## src/tsr_defines.svh

```systemverilog
// Offsets, field positions, reset values and timing figures of the sensor readout
`ifndef TSR_DEFINES_SVH
`define TSR_DEFINES_SVH

`define TSR_ADDR_UPPER 8'h4b
`define TSR_ADDR_LOWER 8'h4c
`define TSR_ADDR_CTRL 8'h4d

`define TSR_CTRL_RESET 8'h00
`define TSR_RDATA_RESET 8'h00
`define TSR_CODE_RESET 11'h000

`define TSR_MODE_BIT 7
`define TSR_EN_BIT 6
`define TSR_PD_BIT 5
`define TSR_CLR_BIT 4
`define TSR_DIV_HI 3
`define TSR_DIV_LO 1
`define TSR_SEL_BIT 0

`define TSR_VALID_BIT 7
`define TSR_UPPER_HI 2
`define TSR_CODE_HI 10
`define TSR_CODE_MID 8
`define TSR_CODE_LO_HI 7
`define TSR_CODE_MAX 11'h7ff

`define TSR_UPD_TIME_NS 66000
`define TSR_CLK_PERIOD_NS 8
`define TSR_DIV_REF 5
`define TSR_WIN_W 20

`endif

```

## src/tsr_pkg.sv

```systemverilog
// Types shared by the sensor readout modules
package tsr_pkg;
	typedef logic [10:0] tsr_code_t;
	typedef logic [2:0] tsr_div_t;
	typedef logic [7:0] tsr_byte_t;
endpackage : tsr_pkg

```

## src/tsr_cnt_if.sv

```systemverilog
// Link between register front end and the temperature counter
interface tsr_cnt_if;
	import tsr_pkg::*;
	logic run;
	logic mode;
	logic clear;
	tsr_div_t div;
	logic [1:0] sense;
	tsr_code_t code;
	logic valid;
	logic update;
	modport ctrl (output run, mode, clear, div, sense, input code, valid, update);
	modport cnt (input run, mode, clear, div, sense, output code, valid, update);
endinterface : tsr_cnt_if

```

## src/tsr_counter.sv

```systemverilog
// Gated pulse counter that turns the sensor output into an 11-bit code
`include "tsr_defines.svh"
module tsr_counter #(
	parameter int UPD_CYCLES = `TSR_UPD_TIME_NS / `TSR_CLK_PERIOD_NS
) (
	// Clock and reset
	input wire logic clk_i,
	input wire logic rst_i,
	// Control and result
	tsr_cnt_if.cnt c
);
	import tsr_pkg::*;

	localparam int BASE = UPD_CYCLES >> `TSR_DIV_REF;

	logic [`TSR_WIN_W-1:0] win_q;
	logic [`TSR_WIN_W-1:0] win_last;
	tsr_code_t acc_q;
	tsr_code_t code_q;
	logic valid_q;
	logic upd_q;
	logic prev_q;
	logic edge_seen;
	logic last;

	function automatic logic [`TSR_WIN_W-1:0] win_len(input tsr_div_t d);
		win_len = `TSR_WIN_W'(BASE) << d;
	endfunction : win_len

	assign win_last = win_len(c.div) - `TSR_WIN_W'(1);
	assign last = (win_q >= win_last);
	assign edge_seen = c.sense[c.mode] & ~prev_q;

	always_ff @(posedge clk_i or posedge rst_i) begin
		if (rst_i) begin
			prev_q <= 1'b0;
		end else begin
			prev_q <= c.sense[c.mode];
		end
	end

	// Update period scales with divider code
	always_ff @(posedge clk_i or posedge rst_i) begin
		if (rst_i) begin
			win_q <= '0;
		end else if (c.clear) begin
			win_q <= '0;
		end else if (c.run) begin
			win_q <= last ? '0 : win_q + `TSR_WIN_W'(1);
		end
	end

	// Count rising edges of the selected sensor output, saturating
	always_ff @(posedge clk_i or posedge rst_i) begin
		if (rst_i) begin
			acc_q <= `TSR_CODE_RESET;
		end else if (c.clear) begin
			acc_q <= `TSR_CODE_RESET;
		end else if (c.run) begin
			if (last) begin
				acc_q <= `TSR_CODE_RESET;
			end else if (edge_seen && acc_q != `TSR_CODE_MAX) begin
				acc_q <= acc_q + 11'h001;
			end
		end
	end

	// Latch the code at window end; hold it while stopped
	always_ff @(posedge clk_i or posedge rst_i) begin
		if (rst_i) begin
			code_q <= `TSR_CODE_RESET;
			valid_q <= 1'b0;
			upd_q <= 1'b0;
		end else begin
			upd_q <= c.run && !c.clear && last;
			if (c.clear) begin
				valid_q <= 1'b0;
			end else if (c.run && last) begin
				code_q <= acc_q;
				valid_q <= 1'b1;
			end
		end
	end

	assign c.code = code_q;
	assign c.valid = valid_q;
	assign c.update = upd_q;

	property p_clear_zeroes;
		@(posedge clk_i) disable iff (rst_i)
		c.clear |=> (acc_q == `TSR_CODE_RESET) && (win_q == '0) && !valid_q;
	endproperty
	a_clear_zeroes: assert property (p_clear_zeroes) else $error("count not cleared");

	property p_window_end;
		@(posedge clk_i) disable iff (rst_i)
		(c.run && !c.clear && win_q == win_last) |=> upd_q && win_q == '0 && valid_q;
	endproperty
	a_window_end: assert property (p_window_end) else $error("window end missed");

	property p_no_early_update;
		@(posedge clk_i) disable iff (rst_i)
		(c.run && win_q < win_last) |=> !upd_q;
	endproperty
	a_no_early_update: assert property (p_no_early_update) else $error("early update");

	property p_hold_stopped;
		@(posedge clk_i) disable iff (rst_i)
		!c.run |=> $stable(code_q);
	endproperty
	a_hold_stopped: assert property (p_hold_stopped) else $error("code moved while stopped");
endmodule : tsr_counter

```

## src/tsr_readout.sv

```systemverilog
// Register front end of the die temperature readout
`include "tsr_defines.svh"
module tsr_readout #(
	parameter int UPD_CYCLES = `TSR_UPD_TIME_NS / `TSR_CLK_PERIOD_NS
) (
	// Clock and reset
	input wire logic clk_i,
	input wire logic rst_i,
	// Register port from the serial configuration port
	input wire logic [7:0] reg_addr_i,
	input wire logic reg_wr_i,
	input wire tsr_pkg::tsr_byte_t reg_wdata_i,
	input wire logic reg_rd_i,
	output tsr_pkg::tsr_byte_t reg_rdata_o,
	output logic reg_rvalid_o,
	// Analog sensor outputs
	input wire logic proportional_pulse_i,
	input wire logic inverse_pulse_i,
	// Analog sensor control
	output logic sensor_pd_o,
	output logic sensor_mode_o,
	output logic sampler_sel_o
);
	import tsr_pkg::*;

	tsr_cnt_if cif ();

	tsr_byte_t ctrl_q;
	tsr_byte_t rdata_d;
	logic [1:0] pins;
	logic [1:0] sync1_q;
	logic [1:0] sync2_q;

	assign pins = {proportional_pulse_i, inverse_pulse_i};

	// Two-stage synchronisers on the sensor pins
	genvar gi;
	generate
		for (gi = 0; gi < 2; gi++) begin : g_sync
			always_ff @(posedge clk_i or posedge rst_i) begin
				if (rst_i) begin
					sync1_q[gi] <= 1'b0;
					sync2_q[gi] <= 1'b0;
				end else begin
					sync1_q[gi] <= pins[gi];
					sync2_q[gi] <= sync1_q[gi];
				end
			end
		end
	endgenerate

	// Index 1 is the proportional source, 0 the inverse source
	assign cif.sense = sync2_q;

	// Control register write
	always_ff @(posedge clk_i or posedge rst_i) begin
		if (rst_i) begin
			ctrl_q <= `TSR_CTRL_RESET;
		end else if (reg_wr_i && reg_addr_i == `TSR_ADDR_CTRL) begin
			ctrl_q <= reg_wdata_i;
		end
	end

	assign cif.mode = ctrl_q[`TSR_MODE_BIT];
	assign cif.run = ctrl_q[`TSR_EN_BIT] && !ctrl_q[`TSR_PD_BIT];
	assign cif.clear = ctrl_q[`TSR_CLR_BIT];
	assign cif.div = ctrl_q[`TSR_DIV_HI:`TSR_DIV_LO];

	// Analog controls mirror the control register
	assign sensor_pd_o = ctrl_q[`TSR_PD_BIT];
	assign sensor_mode_o = ctrl_q[`TSR_MODE_BIT];
	assign sampler_sel_o = ctrl_q[`TSR_SEL_BIT];

	// Read decode
	always_comb begin
		rdata_d = `TSR_RDATA_RESET;
		unique case (reg_addr_i)
			`TSR_ADDR_UPPER: begin
				rdata_d[`TSR_UPPER_HI:0] = cif.code[`TSR_CODE_HI:`TSR_CODE_MID];
				rdata_d[`TSR_VALID_BIT] = cif.valid;
			end
			`TSR_ADDR_LOWER: begin
				rdata_d = cif.code[`TSR_CODE_LO_HI:0];
			end
			`TSR_ADDR_CTRL: begin
				rdata_d = ctrl_q;
			end
			default: begin
				rdata_d = `TSR_RDATA_RESET;
			end
		endcase
	end

	// Read answer, one cycle after the request
	always_ff @(posedge clk_i or posedge rst_i) begin
		if (rst_i) begin
			reg_rdata_o <= `TSR_RDATA_RESET;
			reg_rvalid_o <= 1'b0;
		end else begin
			reg_rvalid_o <= reg_rd_i;
			if (reg_rd_i) begin
				reg_rdata_o <= rdata_d;
			end
		end
	end

	tsr_counter #(
		.UPD_CYCLES(UPD_CYCLES)
	) u_counter (
		.clk_i(clk_i),
		.rst_i(rst_i),
		.c(cif.cnt)
	);

	property p_upper_code;
		@(posedge clk_i) disable iff (rst_i)
		(reg_rd_i && reg_addr_i == `TSR_ADDR_UPPER)
			|=> reg_rvalid_o
			&& reg_rdata_o[`TSR_UPPER_HI:0] == $past(cif.code[`TSR_CODE_HI:`TSR_CODE_MID])
			&& reg_rdata_o[`TSR_VALID_BIT-1:`TSR_UPPER_HI+1] == '0;
	endproperty
	a_upper_code: assert property (p_upper_code) else $error("upper code wrong");

	property p_valid_flag;
		@(posedge clk_i) disable iff (rst_i)
		(reg_rd_i && reg_addr_i == `TSR_ADDR_UPPER)
			|=> reg_rdata_o[`TSR_VALID_BIT] == $past(cif.valid);
	endproperty
	a_valid_flag: assert property (p_valid_flag) else $error("valid flag wrong");

	property p_valid_after_update;
		@(posedge clk_i) disable iff (rst_i)
		cif.update |-> cif.valid;
	endproperty
	a_valid_after_update: assert property (p_valid_after_update) else $error("no valid");

	property p_lower_code;
		@(posedge clk_i) disable iff (rst_i)
		(reg_rd_i && reg_addr_i == `TSR_ADDR_LOWER)
			|=> reg_rvalid_o && reg_rdata_o == $past(cif.code[`TSR_CODE_LO_HI:0]);
	endproperty
	a_lower_code: assert property (p_lower_code) else $error("lower code wrong");

	property p_mode_select;
		@(posedge clk_i) disable iff (rst_i)
		(reg_wr_i && reg_addr_i == `TSR_ADDR_CTRL)
			|=> cif.mode == $past(reg_wdata_i[`TSR_MODE_BIT])
			&& sensor_mode_o == cif.mode;
	endproperty
	a_mode_select: assert property (p_mode_select) else $error("mode not applied");

	property p_enable;
		@(posedge clk_i) disable iff (rst_i)
		(reg_wr_i && reg_addr_i == `TSR_ADDR_CTRL && reg_wdata_i[`TSR_EN_BIT]
			&& !reg_wdata_i[`TSR_PD_BIT]) |=> cif.run;
	endproperty
	a_enable: assert property (p_enable) else $error("counter not enabled");

	property p_power_down;
		@(posedge clk_i) disable iff (rst_i)
		(reg_wr_i && reg_addr_i == `TSR_ADDR_CTRL && reg_wdata_i[`TSR_PD_BIT])
			|=> !cif.run && sensor_pd_o ##1 !cif.update;
	endproperty
	a_power_down: assert property (p_power_down) else $error("power down ignored");

	property p_clear_count;
		@(posedge clk_i) disable iff (rst_i)
		(reg_wr_i && reg_addr_i == `TSR_ADDR_CTRL && reg_wdata_i[`TSR_CLR_BIT])
			|=> cif.clear ##1 !cif.valid;
	endproperty
	a_clear_count: assert property (p_clear_count) else $error("clear ignored");

	property p_divider;
		@(posedge clk_i) disable iff (rst_i)
		(reg_wr_i && reg_addr_i == `TSR_ADDR_CTRL)
			|=> cif.div == $past(reg_wdata_i[`TSR_DIV_HI:`TSR_DIV_LO]);
	endproperty
	a_divider: assert property (p_divider) else $error("divider not applied");

	property p_hold_code;
		@(posedge clk_i) disable iff (rst_i)
		(!cif.run && $stable(ctrl_q)) |=> $stable(cif.code) && $stable(cif.valid);
	endproperty
	a_hold_code: assert property (p_hold_code) else $error("code changed while off");

	property p_read_only;
		@(posedge clk_i) disable iff (rst_i)
		(reg_wr_i && reg_addr_i != `TSR_ADDR_CTRL) |=> $stable(ctrl_q);
	endproperty
	a_read_only: assert property (p_read_only) else $error("write leaked");

	property p_rvalid_pulse;
		@(posedge clk_i) disable iff (rst_i)
		reg_rvalid_o == $past(reg_rd_i);
	endproperty
	a_rvalid_pulse: assert property (p_rvalid_pulse) else $error("rvalid wrong");

	property p_rdata_hold;
		@(posedge clk_i) disable iff (rst_i)
		!reg_rd_i |=> $stable(reg_rdata_o);
	endproperty
	a_rdata_hold: assert property (p_rdata_hold) else $error("read data moved");

	property p_ctrl_readback;
		@(posedge clk_i) disable iff (rst_i)
		(reg_rd_i && reg_addr_i == `TSR_ADDR_CTRL)
			|=> reg_rvalid_o && reg_rdata_o == $past(ctrl_q);
	endproperty
	a_ctrl_readback: assert property (p_ctrl_readback) else $error("readback wrong");
endmodule : tsr_readout

```

## config.mk

```make
export PLATFORM = sky130hd
export DESIGN_NAME = tsr_readout
export DESIGN_NICKNAME = d
export VERILOG_FILES = /design/src/tsr_pkg.sv /design/src/tsr_cnt_if.sv /design/src/tsr_counter.sv /design/src/tsr_readout.sv
export VERILOG_INCLUDE_DIRS = /design/src /design/src/src
export SDC_FILE = /design/constraint.sdc
export NUM_CORES = 1
export LEC_CHECK = 0
export ABC_AREA = 1
export BUFFER_PORTS_ARGS = -buffer_cell sky130_fd_sc_hd__buf_2
export CAP_MARGIN = 20
export CORE_UTILIZATION = 40
export DETAILED_ROUTE_END_ITERATION = 16
export SETUP_SLACK_MARGIN = 0.05
export SYNTH_ARGS = -nofsm -noshare
export SYNTH_HDL_FRONTEND = slang
export SYNTH_SLANG_ARGS = --single-unit
```

## constraint.sdc

```tcl
create_clock -name clk_i -period 2.9 [get_ports clk_i]
set_clock_uncertainty 0.05 [all_clocks]
set_input_delay 0.58 -clock clk_i [delete_from_list [all_inputs] [get_ports clk_i]]
set_output_delay 0.58 -clock clk_i [all_outputs]
set_load 0.1 [all_outputs]
```

==> out/metrics.csv <==
stage,metric,value,unit
route,DRT antenna net count,0,
synthesis,Syn. warnings,0,
route,WL per Instance,13.1,um
route,Post-Route WL,8.99,mm
power_and_ir_drop,sequential power share,48.6,%
clock_network,CTS hold repair buffers,0,
synthesis,register area share after synthesis,41.5,%
timing,final critical-path share of the clock period,93.5,%
setup_path,CP required,3.09,ns
setup_path,Reg2Reg Capture Point,u_counter.acc_q[7],
clock_network,worst skew pair latency,0.36,ns
global_routing,GR Util met3,2.70,%
floorplanning,CORE AREA,9370,um^2
cells_and_area,final layout net count,597,
timing,worst slew pin tran,0.665,ns
floorplanning,initial core utilization,41.8,%
synthesis,Synth Flop Type,dfrtp_1,
clock_network,TritonCTS clock tree,done,
power_and_ir_drop,power share of the combinational group,10.7,%
setup_path,RR Startpoint,ctrl_q[2],
synthesis,"EDFF count, synth",0,
cells_and_area,final core occ,49.0,%
job,maxcap violations,0,
power_and_ir_drop,Clk pwr share,40.7,%
setup_path,Startpoint Class,flip-flop,
clock_network,CTS HTree Levels,3,
placed_design,DPL Wire Length,6.54,mm
clock_network,clock sinks,65,
floorplanning,die width,101,um
setup_path,worst path cell trace,"buf_4, nand3_2, nand2_2, nor2_4, nand2_4, xor2_1, inv_1, ha_1, nand3_2, nor3_1, nand2_1, nand3_1, nand2_2, buf_4, nand2_1, nand2_1",
setup_path,critical path capture point,u_counter.acc_q[7],
global_routing,grt total ovfl,0,
cells_and_area,area grow syn2layout,17.1,%
cells_and_area,proportion of layout cells with a drive suffix above 1,21.0,%
synthesis,Synth top cells by count,"nand2_1, dfrtp_1, inv_1, nor2_1, nand3_1",
hold_path,worst hold-check path type,in2async,
global_routing,initial antenna violation count,0,
power_and_ir_drop,peak supply drop,185,uV
synthesis,Syn Area/Cell,7.75,um^2
timing,maximum clock frequency,369,MHz
timing,"Slew Viols, Final",0,
synthesis,"top cells by area, synth","dfrtp_1, nand2_1, ha_1",
power_and_ir_drop,P_leak,2.16,nW
setup_path,crit path capture type,flip-flop,
synthesis,Mapped Cells,506,
route,DR vias,3337,
synthesis,Synth Cell Area,3920,um^2
synthesis,ys async rst share,100,%
cells_and_area,number of diodes,0,
global_routing,first-pass GRT wire length,14.9,mm
global_routing,largest net degree at the start of global routing,45,
setup_path,crit path kind,reg2reg,
timing,Worst Slack Setup Final,0.189,ns
global_routing,vias in the first global route,3164,
setup_path,critical path launch point,ctrl_q[2],
setup_path,WP data arrival,2.90,ns
power_and_ir_drop,PD cells,418,nW/um^2
floorplanning,FP Rows,35,
setup_path,worst r2r path cells,16,
global_routing,met1 usage,27.2,%
power_and_ir_drop,NetSw,0.545,mW
cells_and_area,multi-input logic area,2100,um^2
cells_and_area,Fill cells,935,
clock_network,Clock Tree Buf Depth,2,
global_routing,GRT Util Overall,18.9,%
global_routing,met2 usage,28.5,%
setup_path,CP max stage cell,dfrtp_2,
timing,Final Hold Vio Count,0,
placed_design,PortBufs,33,
clock_network,CTS root buf,clkbuf_8,
floorplanning,Die Ht,101,um
power_and_ir_drop,switching share of total power,28.4,%
placed_design,dpl cells,667,
floorplanning,die footprint,10200,um^2
cells_and_area,Final Instance Count excl. Fillers,686,
setup_path,CP most frequent cell,nand2_1,
synthesis,leading area contributor after synthesis,dfrtp_1,
timing,slew margin rel.,55.3,%
clock_network,Worst-path clk slew,0.07,ns
setup_path,critical path's largest stage delay,0.46,ns
global_routing,global route hottest layer,met2,
synthesis,top-count cell post-synth,nand2_1,
route,post-DR vias/cell,4.86,
route,first-pass iteration count of the detailed router,4,
setup_path,CP max FO,11,
timing,clock period minus worst slack,2.71,ns
run_status,status,"complete, no violations",
route,DRT iter0 DRCs,109,
setup_path,Reg2Reg Setup Slack,0.19,ns
placed_design,routability congestion estimate,0.831,
clock_network,cts bufs inserted,9,
synthesis,synth unique cells,35,
placed_design,Placed Area,4250,um^2
timing,unrepaired setup endpoints after global routing,no,
floorplanning,IO Count,34,
cells_and_area,Reg area,1630,um^2
synthesis,Synth Register Bits,65,
timing,count of final setup violators,0,
route,drt drc,0,
power_and_ir_drop,Tot Pwr,1.92,mW
placed_design,Place WS,-0.0447,ns
synthesis,Yosys top cell area share,41.5,%
power_and_ir_drop,P_int,1.37,mW
cells_and_area,fin area,4590,um^2
-- power by group through the flow --
stage / clock network (mW) / logic (mW) / registers [mW]
3_3_place_gp: 0 / 0.190 / 0.947
5_1_grt: 0.843 / 0.227 / 0.933
3_5_place_dp: 0 / 0.192 / 0.948
6_report: 0.780 / 0.204 / 0.932
4_1_cts: 0.805 / 0.194 / 0.930
2_1_floorplan: 0 / 0.0877 / 0.995
-- per-layer routing --
metal | up-vias | share of wire [%]
met3 | 9 | 2.5
met4 | 0 | 1.2
li1 | 1702 | -
met5 | - | 0
met2 | 45 | 45
met1 | 1581 | 52
-- timing repair --
item | CTS | global route
setup buffers | 0 | 3
pin swaps | 0 | 8
endpoints found under the setup margin | 36 | 43
resized for setup | 5 | 31
-- through the flow --
| stage | hold slack, ns | setup TNS, ns |
|---|---|---|
| finish | 0.196 | 0 |
| global route | 0.240 | 0 |
| CTS | 0.199 | 0 |
| detailed placement | 0.288 | -0.355 |
| global placement | 0.284 | 0 |
| floorplan | 0.281 | 0 |
-- layout make-up --
class / instances / share of cell area, %
Clock inverter: 7 / 1.53
Clock buffer: 9 / 2.70
Sequential cell: 65 / 35.5
Inverter: 60 / 5.07
Tap cell: 129 / 3.52
Timing Repair Buffer: 45 / 6.00
Multi-Input combinational cell: 371 / 45.7
-- state kept, by name, summed over array words and instances (netlist names) --
signal and count:
u_counter.c.code 11, ctrl_q 8, cif.sense 2, u_counter.win_q 20
u_counter.acc_q 11, sync1_q 2, u_counter.c.valid 1, reg_rdata_o 8
reg_rvalid_o 1, u_counter.prev_q 1
-- worst min path at each step --
| stage | start | slack, ns | cells past startpoint | endpoint |
|---|---|---|---|---|
| after floorplan | sync1_q[0] | 0.28 | 0 | cif.sense[0] |
| after global placement | sync1_q[1] | 0.28 | 0 | cif.sense[1] |
| after detailed placement | sync1_q[0] | 0.29 | 0 | cif.sense[0] |
| after CTS | rst_i | 0.20 | 2 | u_counter.win_q[2] |
| after global routing | rst_i | 0.24 | 2 | u_counter.win_q[2] |
| final | rst_i | 0.20 | 2 | u_counter.win_q[2] |
-- placed cells by master (no fill, tap or decap), types with 2 or more instances in the layout --
cell	netlist	final
clkinv_2	0	3
xnor2_1	5	5
inv_4	0	3
conb_1	1	3
o21ai_1	3	3
clkbuf_8	0	9
nand2_4	0	2
nand4_1	5	5
inv_2	5	7
buf_2	5	33
a31oi_1	4	4
a21oi_1	15	15
o211ai_1	4	4
nor2_2	4	5
xor2_1	16	16
o21ai_2	9	9
nor2_4	1	4
ha_1	23	22
nor3_2	1	2
nor4_4	2	2
nand3_2	2	6
nand2_2	4	8
dfrtp_1	65	63
or2_2	2	2
buf_4	0	9
nor2_1	41	37
nor3_1	8	7
nand3_1	32	28
o21ai_0	19	19
buf_6	4	2
dfrtp_2	0	2
nand2_1	162	155
inv_1	54	49
-- cells by family after synthesis --
logic type                 synth area share [%]
AOI/OAI and AO/OA                          8.55
xor gates and xnor gates                   4.69
adders and majority gates                  7.34
buffers and inverters                      7.82
DFF                                        41.5
muxes                                     0.287
other                                    0.0957
and+or+nand+nor                            29.7
-- critical path, delay by kind of cell, from the launching register on --
family | cells | cell delay (ns)
simple gates | 11 | 1.21
flops | 1 | 0.46
buf+inv | 3 | 0.40
fa+ha+maj | 1 | 0.29
xor+xnor | 1 | 0.18
Note: power is estimated with default switching activity, not from simulation.
